`src/shared/tts_pkg.sv`:
```
/*
 Constants, register map and types for the transfer test sequencer.
 Assumes a 10 MHz core clock and 32-bit Avalon-MM register access.
*/
package tts_pkg;
    localparam int unsigned CLK_HZ = 10_000_000;
    localparam int unsigned HOLD_MS = 2000;
    localparam int unsigned HOLD_CYC = HOLD_MS * (CLK_HZ / 1000);
    localparam int unsigned BLINK_HALF_MS = 250;
    localparam int unsigned BLINK_HALF_CYC = BLINK_HALF_MS * (CLK_HZ / 1000);
    localparam int unsigned FALLBACK_S = 120;
    localparam int unsigned FALLBACK_CYC = FALLBACK_S * CLK_HZ;
    localparam int unsigned TICK_MS = 100;
    localparam int unsigned TICK_CYC = TICK_MS * (CLK_HZ / 1000);
    localparam logic [7:0] PHASE_LIMIT_DEG = 8'd25;
    localparam logic [7:0] FREQ_LIMIT_CHZ = 8'd100;
    // Percent thresholds
    localparam logic [7:0] UTIL_PICK_HI = 8'd95;
    localparam logic [7:0] UTIL_PICK_LO = 8'd90;
    localparam logic [7:0] UTIL_DROP_0 = 8'd85;
    localparam logic [7:0] UTIL_DROP_1 = 8'd80;
    localparam logic [7:0] UTIL_DROP_2 = 8'd70;
    localparam logic [7:0] GEN_V_PICK = 8'd90;
    localparam logic [7:0] GEN_V_DROP = 8'd75;
    localparam logic [7:0] GEN_F_PICK = 8'd90;
    localparam logic [7:0] GEN_F_DROP = 8'd85;
    // Register byte addresses
    localparam logic [7:0] ADDR_CTRL = 8'h00;
    localparam logic [7:0] ADDR_ES = 8'h04;
    localparam logic [7:0] ADDR_NE = 8'h08;
    localparam logic [7:0] ADDR_EN = 8'h0c;
    localparam logic [7:0] ADDR_CD = 8'h10;
    localparam logic [7:0] ADDR_STAT = 8'h14;
    // Control field positions
    localparam int unsigned CTRL_LOADED = 0;
    localparam int unsigned CTRL_PHASE_EN = 1;
    localparam int unsigned CTRL_FALLBACK = 2;
    localparam int unsigned CTRL_EXT_EX = 3;
    localparam int unsigned CTRL_PICK_SEL = 4;
    localparam int unsigned CTRL_DROP_LSB = 5;
    localparam logic [15:0] DELAY_RST = 16'h000a;
    typedef enum logic [3:0] {
        TTS_IDLE, TTS_ACK, TTS_ES, TTS_WAIT_GEN, TTS_NE, TTS_PHASE, TTS_ON_GEN,
        TTS_EN, TTS_RETX, TTS_CD, TTS_NOLOAD
    } tts_state_t;
endpackage

```
`src/logic/tts_top.sv`:
```
/*
 Transfer test sequencer: operator test with or without load, source judging,
 phase-check gate and exerciser select, with an Avalon-MM register slave.
 Assumes panel and sensor inputs are asynchronous; levels are percent, phase difference in degrees, frequency difference in cHz.
*/
// The register addresses and the Avalon-MM register port are this design's own decisions.
`timescale 1ns/1ns
`default_nettype none
module tts_top
    import tts_pkg::*;
#(
    parameter int unsigned NPH = 3,
    parameter logic EXT_EX_FACTORY = 1'b0,
    parameter int unsigned HOLD_CYCLES = HOLD_CYC,
    parameter int unsigned BLINK_CYCLES = BLINK_HALF_CYC,
    parameter int unsigned FALLBACK_CYCLES = FALLBACK_CYC,
    parameter int unsigned TICK_CYCLES = TICK_CYC
) (
    input wire logic core_clk,
    input wire logic srst,
    input wire logic [7:0] avs_address,
    input wire logic avs_read,
    input wire logic avs_write,
    input wire logic [31:0] avs_writedata,
    output logic [31:0] avs_readdata,
    output logic avs_waitrequest,
    input wire logic test_button,
    input wire logic remote_test_n,
    input wire logic override_req,
    input wire logic util_connected,
    input wire logic gen_connected,
    input wire logic [NPH*8-1:0] util_volt_pct,
    input wire logic [7:0] gen_volt_pct,
    input wire logic [7:0] gen_freq_pct,
    input wire logic [7:0] phase_diff_deg,
    input wire logic [7:0] freq_diff_chz,
    output logic start_relay,
    output logic transfer_cmd,
    output logic retransfer_cmd,
    output logic test_led,
    output logic util_avail_led,
    output logic gen_avail_led,
    output logic int_ex_en,
    output logic ext_ex_en
);
    localparam int unsigned NS = 6 + NPH * 8 + 8 * 5;

    typedef struct packed {
        logic [NS-1:0] s1;
        logic [NS-1:0] s2;
        logic [7:0] ctrl;
        logic [15:0] d_es;
        logic [15:0] d_ne;
        logic [15:0] d_en;
        logic [15:0] d_cd;
        logic [31:0] rdata;
        logic wait_n;
        tts_state_t st;
        logic [31:0] hold;
        logic [31:0] blink;
        logic blink_on;
        logic [31:0] ack;
        logic ack_lit;
        logic [31:0] tick;
        logic [15:0] dly;
        logic [31:0] fb;
        logic [7:0] ph_prev;
        logic btn_prev;
        logic rem_prev;
        logic util_ok;
        logic gen_ok;
        logic relay;
        logic xfer;
        logic rexfer;
        logic led;
    } tts_state_s_t;

    tts_state_s_t r_reg, r_next;

    // Hysteresis: up at or above pickup, down below dropout, else hold
    function automatic logic tts_hyst(input logic cur, input logic [7:0] v,
                                      input logic [7:0] pk, input logic [7:0] dr);
        logic res;
        res = cur;
        if (v >= pk) begin
            res = 1'b1;
        end else if (v < dr) begin
            res = 1'b0;
        end
        return res;
    endfunction

    logic [NS-1:0] raw;
    assign raw = {override_req, remote_test_n, test_button, util_connected, gen_connected,
                  1'b0, util_volt_pct, gen_volt_pct, gen_freq_pct, phase_diff_deg,
                  freq_diff_chz, 8'h00};

    always_comb begin
        logic ovr, rem_n, btn, uconn, gconn;
        logic [NPH*8-1:0] uv;
        logic [7:0] gv, gf, pd, fd, pick, drop;
        logic tick_p, dly_done, u_all_up, u_any_dn, test_act, test_end, phase_ok, ok_btn;
        r_next = r_reg;
        {ovr, rem_n, btn, uconn, gconn} = r_reg.s2[NS-1 -: 5];
        uv = r_reg.s2[NS-7 -: NPH*8];
        gv = r_reg.s2[39:32];
        gf = r_reg.s2[31:24];
        pd = r_reg.s2[23:16];
        fd = r_reg.s2[15:8];
        r_next.s1 = raw;
        r_next.s2 = r_reg.s1;

        // Avalon slave: one wait cycle, answer on the second
        r_next.wait_n = 1'b0;
        if ((avs_read || avs_write) && !r_reg.wait_n) begin
            r_next.wait_n = 1'b1;
            r_next.rdata = 32'h0000_0000;
            unique case (avs_address)
                ADDR_CTRL: r_next.rdata = {24'h000000, r_reg.ctrl};
                ADDR_ES: r_next.rdata = {16'h0000, r_reg.d_es};
                ADDR_NE: r_next.rdata = {16'h0000, r_reg.d_ne};
                ADDR_EN: r_next.rdata = {16'h0000, r_reg.d_en};
                ADDR_CD: r_next.rdata = {16'h0000, r_reg.d_cd};
                ADDR_STAT: r_next.rdata = {24'h000000, r_reg.gen_ok, r_reg.util_ok,
                                           r_reg.st, 2'b00};
                default: r_next.rdata = 32'h0000_0000;
            endcase
        end
        // Writes land on the edge where waitrequest is seen low
        if (avs_write && r_reg.wait_n) begin
            unique case (avs_address)
                ADDR_CTRL: r_next.ctrl = avs_writedata[7:0];
                ADDR_ES: r_next.d_es = avs_writedata[15:0];
                ADDR_NE: r_next.d_ne = avs_writedata[15:0];
                ADDR_EN: r_next.d_en = avs_writedata[15:0];
                ADDR_CD: r_next.d_cd = avs_writedata[15:0];
                default: r_next.ctrl = r_reg.ctrl;
            endcase
        end

        pick = r_reg.ctrl[CTRL_PICK_SEL] ? UTIL_PICK_LO : UTIL_PICK_HI;
        unique case (r_reg.ctrl[CTRL_DROP_LSB +: 2])
            2'd1: drop = UTIL_DROP_1;
            2'd2: drop = UTIL_DROP_2;
            default: drop = UTIL_DROP_0;
        endcase
        u_all_up = 1'b1;
        u_any_dn = 1'b0;
        for (int i = 0; i < NPH; i++) begin
            if (uv[i*8 +: 8] < pick) u_all_up = 1'b0;
            if (uv[i*8 +: 8] < drop) u_any_dn = 1'b1;
        end
        if (u_all_up) r_next.util_ok = 1'b1;
        else if (u_any_dn) r_next.util_ok = 1'b0;
        r_next.gen_ok = tts_hyst(r_reg.gen_ok && gv >= GEN_V_DROP, gv, GEN_V_PICK, GEN_V_DROP)
                        && tts_hyst(r_reg.gen_ok && gf >= GEN_F_DROP, gf, GEN_F_PICK,
                                    GEN_F_DROP);

        r_next.btn_prev = btn;
        r_next.rem_prev = rem_n;
        if (btn && r_reg.hold < HOLD_CYCLES) r_next.hold = r_reg.hold + 32'd1;
        else if (!btn) r_next.hold = 32'd0;
        test_act = (btn && r_reg.hold == HOLD_CYCLES - 1) || (!rem_n && r_reg.rem_prev);
        ok_btn = btn && !r_reg.btn_prev;
        test_end = ok_btn || (rem_n && !r_reg.rem_prev);

        // 100 ms tick for the delay registers
        tick_p = (r_reg.tick == TICK_CYCLES - 1);
        r_next.tick = tick_p ? 32'd0 : r_reg.tick + 32'd1;
        if (tick_p && r_reg.dly != 16'h0000) r_next.dly = r_reg.dly - 16'h0001;
        dly_done = (r_reg.dly == 16'h0000);

        if (r_reg.ack != 32'd0) begin
            r_next.ack = r_reg.ack - 32'd1;
            if (r_reg.blink == BLINK_CYCLES - 1) begin
                r_next.blink = 32'd0;
                r_next.blink_on = !r_reg.blink_on;
            end else begin
                r_next.blink = r_reg.blink + 32'd1;
            end
        end
        r_next.led = (r_reg.ack != 32'd0) ? r_reg.blink_on : r_reg.ack_lit;
        r_next.xfer = 1'b0;
        r_next.rexfer = 1'b0;
        phase_ok = pd < PHASE_LIMIT_DEG && pd <= r_reg.ph_prev && fd < FREQ_LIMIT_CHZ;
        r_next.ph_prev = pd;

        unique case (r_reg.st)
            TTS_IDLE: begin
                r_next.relay = 1'b1;
                // start only when connected to available utility
                if (test_act && uconn && r_reg.util_ok) begin
                    r_next.st = TTS_ACK;
                    r_next.ack = HOLD_CYCLES;
                    r_next.blink = 32'd0;
                    r_next.blink_on = 1'b1;
                    r_next.ack_lit = 1'b1;
                    if (r_reg.ctrl[CTRL_LOADED]) begin
                        r_next.st = TTS_ES;
                        r_next.dly = r_reg.d_es;
                    end else begin
                        r_next.st = TTS_NOLOAD;
                        r_next.relay = 1'b0;
                    end
                end
            end
            TTS_ES: if (dly_done || ovr) begin
                r_next.relay = 1'b0;
                r_next.st = TTS_WAIT_GEN;
            end
            TTS_WAIT_GEN: if (r_reg.gen_ok) begin
                r_next.st = TTS_NE;
                r_next.dly = r_reg.d_ne;
            end
            TTS_NE: if (dly_done || ovr) begin
                r_next.st = TTS_PHASE;
                r_next.fb = 32'd0;
            end
            TTS_PHASE: begin
                r_next.fb = r_reg.fb + 32'd1;
                if (!r_reg.ctrl[CTRL_PHASE_EN] || !r_reg.gen_ok || phase_ok
                    || (r_reg.ctrl[CTRL_FALLBACK] && r_reg.fb >= FALLBACK_CYCLES - 1)) begin
                    r_next.xfer = 1'b1;
                    r_next.st = TTS_ON_GEN;
                end
            end
            TTS_ON_GEN: if (test_end) begin
                r_next.st = TTS_EN;
                r_next.dly = r_reg.d_en;
                r_next.ack = HOLD_CYCLES;
                r_next.ack_lit = 1'b0;
            end
            TTS_EN: if (dly_done || ovr) begin
                r_next.rexfer = 1'b1;
                r_next.st = TTS_RETX;
            end
            TTS_RETX: if (uconn) begin
                r_next.st = TTS_CD;
                r_next.dly = r_reg.d_cd;
            end
            TTS_CD: if (dly_done) begin
                r_next.relay = 1'b1;
                r_next.st = TTS_IDLE;
            end
            TTS_NOLOAD: if (test_end) begin
                r_next.ack = HOLD_CYCLES;
                r_next.ack_lit = 1'b0;
                r_next.relay = 1'b1;
                r_next.st = TTS_IDLE;
            end
            default: r_next.st = TTS_IDLE;
        endcase

        // abort on utility loss: back to idle, engine stopped; a retransfer pulse set by TTS_EN in the same cycle is not cleared
        if (!r_reg.util_ok && r_reg.st != TTS_IDLE) begin
            r_next.st = TTS_IDLE;
            r_next.relay = 1'b1;
            r_next.ack = 32'd0;
            r_next.ack_lit = 1'b0;
            r_next.led = 1'b0;
        end
        if (srst) begin
            r_next = '0;
            r_next.st = TTS_IDLE;
            r_next.relay = 1'b1;
            r_next.d_es = DELAY_RST;
            r_next.d_ne = DELAY_RST;
            r_next.d_en = DELAY_RST;
            r_next.d_cd = DELAY_RST;
            r_next.ctrl[CTRL_EXT_EX] = EXT_EX_FACTORY;
        end
    end

    always_ff @(posedge core_clk) begin
        r_reg <= r_next;
    end

    assign avs_readdata = r_reg.rdata;
    assign avs_waitrequest = (avs_read || avs_write) && !r_reg.wait_n;
    assign start_relay = r_reg.relay;
    assign transfer_cmd = r_reg.xfer;
    assign retransfer_cmd = r_reg.rexfer;
    assign test_led = r_reg.led;
    assign util_avail_led = r_reg.util_ok;
    assign gen_avail_led = r_reg.gen_ok;
    assign int_ex_en = !r_reg.ctrl[CTRL_EXT_EX];
    assign ext_ex_en = r_reg.ctrl[CTRL_EXT_EX];
endmodule
`default_nettype wire

```
`config.mk`:
```
export PLATFORM = sky130hd
export DESIGN_NAME = tts_top
export DESIGN_NICKNAME = d
export VERILOG_FILES = /design/src/shared/tts_pkg.sv /design/src/logic/tts_top.sv
export SDC_FILE = /design/constraint.sdc
export NUM_CORES = 1
export LEC_CHECK = 0
export BUFFER_PORTS_ARGS = -buffer_cell sky130_fd_sc_hd__buf_4
export CAP_MARGIN = 20
export CORE_MARGIN = 2
export CORE_UTILIZATION = 25
export CTS_CLUSTER_SIZE = 24
export DETAILED_ROUTE_END_ITERATION = 8
export PLACE_DENSITY = 0.4
export SLEW_MARGIN = 20
export SYNTH_ARGS = -nofsm -noshare
export SYNTH_HDL_FRONTEND = slang
export SYNTH_SLANG_ARGS = --single-unit
```
`constraint.sdc`:
```
create_clock -name core_clk -period 4.9 [get_ports core_clk]
set_input_delay 0.735 -clock core_clk [delete_from_list [all_inputs] [get_ports core_clk]]
set_output_delay 0.735 -clock core_clk [all_outputs]
set_load 0.1 [all_outputs]
```
; Word-level counts from Yosys, hierarchy flattened
; Index checks and enable logic that the tools add are counted.
[word_totals]
ff_bits = 427
output_inout_bits = 41
elab_cells = 196
[op_classes]
add_sub_neg = 6
n_lt_le_gt_ge = 17
eq_ne = 31
mux = 55
bitwise = 2
n_reduce_logical = 57
[op_table]
columns = operator, n
row1 = adder 32 x 1 -> 32 bit (second input constant), 4
row2 = 2-to-1 mux 32 bit, 4
row3 = 2-to-1 mux 16 bit, 6
row4 = case mux 16 bit (6 select lines), 1
row5 = 2-to-1 mux 33 bit, 2
row6 = 2-to-1 mux 66 bit, 1
row7 = case mux 33 bit (2 select lines), 1
row8 = 2-to-1 mux 65 bit, 1
row9 = case mux 16 bit (4 select lines), 1
row10 = case mux 32 bit (2 select lines), 1
row11 = 2-to-1 mux 4 bit, 11
row12 = case mux 4 bit (10 select lines), 1
row13 = equality test 32 x 20 -> 1 bit (second input constant), 1
row14 = equality test 32 x 22 -> 1 bit (second input constant), 1
row15 = equality test 32 x 25 -> 1 bit (second input constant), 1
row16 = >= comparator 32 x 31 -> 1 bit (second input constant), 1
row17 = >= comparator 8 x 7 -> 1 bit (second input constant), 4
row18 = < comparator 32 x 25 -> 1 bit (second input constant), 1
row19 = nonzero test 32 bit, 1
row20 = subtractor 32 x 1 -> 32 bit (second input constant), 1
row21 = < comparator 8 x 7 -> 1 bit, 3
row22 = < comparator 8 x 7 -> 1 bit (second input constant), 3
row23 = < comparator 8 bit, 3
row24 = 2-to-1 mux 1 bit, 22
row25 = other kinds (31), 92

; Depth between registers and ports, before layout
[logic_depth]
ltp_word = 8
mapped_depth = 11
depth_no_buf = 10

; Worst setup path before layout
; Ideal clock, no wire load.
[synth_timing]
kind = register -> register
startpoint = register r_reg, in the netlist util_avail_led
endpoint = register r_reg[58] (netlist bit)
setup_time_ns = 0.120
arrival_time_ns = 2.762
path_slack_ns = 2.019
stages_incl_launch_ff = 9
n_path_buf = 1
synth_period_minus_slack_ns = 2.881
cell_sequence = dfxtp_1 > and4_1 > nand4_1 > nor4_1 > o21ai_1 > buf_2 > o21ai_0 > a21oi_1 > o31a_1
[synth_between]
elab_chain_len = 3
[synth_lines]
columns = item, line
row1 = from (decl), tts_top.sv:78  ; tts_state_s_t r_reg, r_next;
row2 = from (signal assigned), tts_top.sv:275  ; r_reg <= r_next;
row3 = logical AND 1 bit, tts_top.sv:192  ; if (test_act && uconn && r_reg.util_ok) begin
row4 = 2-to-1 mux 16 bit, tts_top.sv:192
row5 = case mux 16 bit (4 select lines), tts_top.sv:188  ; unique case (r_reg.st)
; Every way passes these cells.
; A chain may end at the register's enable or synchronous reset.

; Worst setup path after layout
[layout_timing]
startpoint = register r_reg[48] (netlist bit)
endpoint = register r_reg[51] (netlist bit)
[layout_between]
elab_chain_len = 6
elab_cells_between_ends = 10
classes_between = 1 x add/sub / 7 x mux / 2 x reduce/logical
[layout_lines]
columns = item, line
row1 = branches (longest 2 deep; another with subtractor 16 x 1 -> 16 bit), n/a
row2 = 2-to-1 mux 16 bit *, tts_top.sv:170  ; if (tick_p && r_reg.dly != 16'h0000) r_next.dly = r_reg.dly - 16'h0001;
row3 = 2-to-1 mux 16 bit, tts_top.sv:198  ; if (r_reg.ctrl[CTRL_LOADED]) begin
row4 = 2-to-1 mux 16 bit, tts_top.sv:192
row5 = case mux 16 bit (4 select lines) *, tts_top.sv:188
; Every way passes the cells marked *.

==> impl_results.md <==
- Combinational power share: 0.217
- Async SR Flop Fraction: 0
- Fillers: 7570
- WHS Endpoint: r_reg[392]
- Crit end category: flop
- Synth unique cells: 85
- Slew Limit Fails: 0
- Critical-path cell list: inv_1 > ha_1 > or4b_1 > nor4_4 > nor4_1 > xor2_1 > mux2_2 > a221oi_1 > a31oi_1
- GR Overflow Total: 0
- Setup TNS: 0 ns
- Net Sw Frac: 0.3101
- Die height: 272.0 µm
- Worst r2r src: r_reg[48]
- Mapped Cells: 2019
- Rows: 98
- Total of warnings raised by yosys: 0
- Area growth syn-to-layout: 18.07%
- Area taken by flip-flops and latches: 8068 µm²
- Final period utilization: 0.6575
- Root Driver: clkbuf_16
- Layout cells sized above 1: 0.1278
- Fin crit period: 3.222 ns
- 1st-iter DRT viols: 865
- DRC violation count after routing: 0
- Reg2reg end: r_reg[51]
- Multi-input logic area: 9185 µm²
- Fmax: 0.3104 GHz
- Post-CTS setup buffers: 0
- Measured slew at the worst slew-check pin: 0.9955 ns
- Average cell area after synthesis: 8.895 µm²
- Cts hold-fix bufs: 0
- Hold path start: phase_diff_deg[3]
- Number of max-cap violations: 0
- Yosys reg bits: 403
- Drt pass-1 iters: 7
- Post-detail-place hpwl: 33970 µm
- Die ar.: 73990 µm²
- WHS: approximately 0.36 ns
- Tot GR Track Use: 0.1318
- Clock power frac: 0.385
- Pint: 6.392 mW
- Arr. time, crit path: roughly 3.7 ns
- Placed Area: 19630 µm²
- Clock slew at reported path FFs: 0.06 ns
- Top cells by count, synth: dfxtp_1 (403), nor2_1 (273), nand2_1 (148), nor2b_1 (141), a21oi_1 (91)
- Status: finished, final reports clean
- Critical path's slowest cell: nor4_4
- First-pass GRT wire length: between 70000 and 80000 µm
- H-tree depth: 2
- Reg-to-reg slack, setup: 1.68 ns
- Final hold vios: 0
- Post-Route WL: 49080 µm
- Power per standard cell area: 437.0 nW/µm²
- Drt wl/cell: roughly 16 µm
- Yosys top cell by area: dfxtp_1
- Worst-skew pair later-pin latency: 0.58 ns
- Sequential share of the synthesized area: 0.4492
- Final instance area: 21200 µm²
- Cts repair resizes: 0
- Hold depth: 2
- Count leader, synth: dfxtp_1
- Critical Path Max Stage Delay: 0.75 ns
- Clock Skew: approximately 0.023 ns
- # setup viols final: 0
- Initial antenna violation count: 1
- Antenna cells: 0
- Reg2Reg Depth: 9
- Worst Path Required: ~5.4 ns
- Area contributors post-synth: dfxtp_1 (45%), nor2_1 (5.7%), nor2b_1 (4.9%)
- Final ANT Viol Nets: 0
- Leak pwr: 7.761 nW
- Die W: 272.0 µm
- Net Switching: 2.873 mW
- Final nets: 2227
- Initial core utilization: 0.2516
- Worst Path Max Fanout: 13
- Reg power frac: 0.398
- Via count: 14394
- RD Place Congestion: roughly 0.79
- Critical path's top delay family: simple AND/OR/NAND/NOR gates
- Max FFs per register: 380
- WP buf/inv: 1
- CP Launch Type: flop
- Max rail drop VDD: 0.2250 mV
- # clock sinks: around 400
- Largest net degree at the start of global routing: 104
- TritonCTS clock tree: yes
- Ys flop type: dfxtp_1
- RSZ-0062 raised after global routing: no
- TritonCTS Buffers: 47
- Yosys top cell area share: 0.4492
- HP Class: in -> reg
- Number of global-route vias before repair: 14375
- Post-synthesis instance area: 17960 µm²
- CORE AREA: between 70000 and 80000 µm²
- Num ports: 146
- CTS Buffer Depth: 3
- Vias/cell: 4.676
- Relative slew slack: 0.3354
- Number of flops mapped to enable cells by yosys: 0
- PortBufs: between 100 and 150
- Setup Crit Path Kind: reg -> reg
cell usage in the layout, fill, tap and decap left out, types with 9 or more instances in the layout:
cell type	netlist	routed
a211o_1	14	14
a21o_1	9	9
a21oi_1	91	91
a221oi_1	13	13
a22oi_1	24	24
a31oi_1	9	9
and2_1	19	19
and3_1	24	24
and4_1	11	11
buf_4	35	138
clkbuf_1	71	9
clkbuf_16	0	49
clkbuf_8	0	11
clkinv_2	0	10
conb_1	1	16
dfxtp_1	403	403
ha_1	29	29
inv_1	33	33
mux2_2	14	14
mux2i_1	59	59
nand2_1	148	148
nand2b_1	17	17
nand3_1	65	65
nand4_1	35	35
nor2_1	273	273
nor2b_1	141	140
nor3_1	44	44
nor4_1	33	32
o211ai_1	18	18
o21a_1	11	11
o21ai_0	53	53
or2_2	10	10
or3_1	25	25
xnor2_1	59	59
xor2_1	67	67
cell families (layout without fill, tap and decap cells):
group	Yosys count	after routing	share of synthesized area
flops	403	403	0.4492
fa+ha+maj	29	29	0.02020
simple gates	906	906	0.2645
mux	74	74	0.04243
xor+xnor	127	127	0.06236
buf+inv	164	258	0.04348
compound gates	315	315	0.1175
other cells	1	16	0.0002088
routing by layer:
layer  track usage  share of wire
met5             0        0.00024
met4       0.04280          0.026
met3       0.02548          0.051
met2        0.2191           0.46
met1        0.1713           0.46
how the worst max path moves through the flow:
| stage | from | endpoint | slack, ns | cells after the start |
|---|---|---|---|---|
| 2_1_floorplan | util_avail_led | r_reg[58] | 2.02 | 8 |
| 3_3_place_gp | avs_address[1] | r_reg[248] | 1.58 | 10 |
| 3_5_place_dp | avs_address[1] | r_reg[248] | 1.56 | 10 |
| 4_1_cts | r_reg[162] | r_reg[116] | 1.69 | 9 |
| 5_1_grt | r_reg[48] | r_reg[55] | 1.42 | 9 |
| 6_report | r_reg[48] | r_reg[51] | 1.68 | 9 |
power groups by stage:
stage / Sequential (mW) / Combinational (mW) / Clock [mW]
after floorplan: 3.70 / 1.58 / 0
after global placement: 3.75 / 2.01 / 0
after detailed placement: 3.76 / 2.03 / 0
after CTS: 3.69 / 2.04 / 3.70
after global routing: 3.72 / 2.25 / 3.83
final: 3.69 / 2.01 / 3.56
metrics by stage:
step / utilization / total power, mW / worst slack [ns] / instances
6_report: 0.2971 / 9.265 / 1.678 / 3078
5_1_grt: 0.2971 / 9.795 / 1.421 / 3078
4_1_cts: 0.2971 / 9.425 / 1.686 / 3078
3_5_place_dp: 0.2750 / 5.784 / 1.564 / 2994
3_3_place_gp: 0.2750 / 5.760 / 1.580 / 2994
2_1_floorplan: - / 5.279 / 2.019 / 2034
layout make-up:
cell class / count / area share
clock buffers: 68 / 0.06591
clock inverters: 16 / 0.008320
inverters: 34 / 0.006019
multi-input cells: 1467 / 0.4332
flip-flops and latches: 403 / 0.3805
well taps: 950 / 0.05606
repair buffers: 140 / 0.05004
Note: power is estimated with default switching activity, not from simulation.
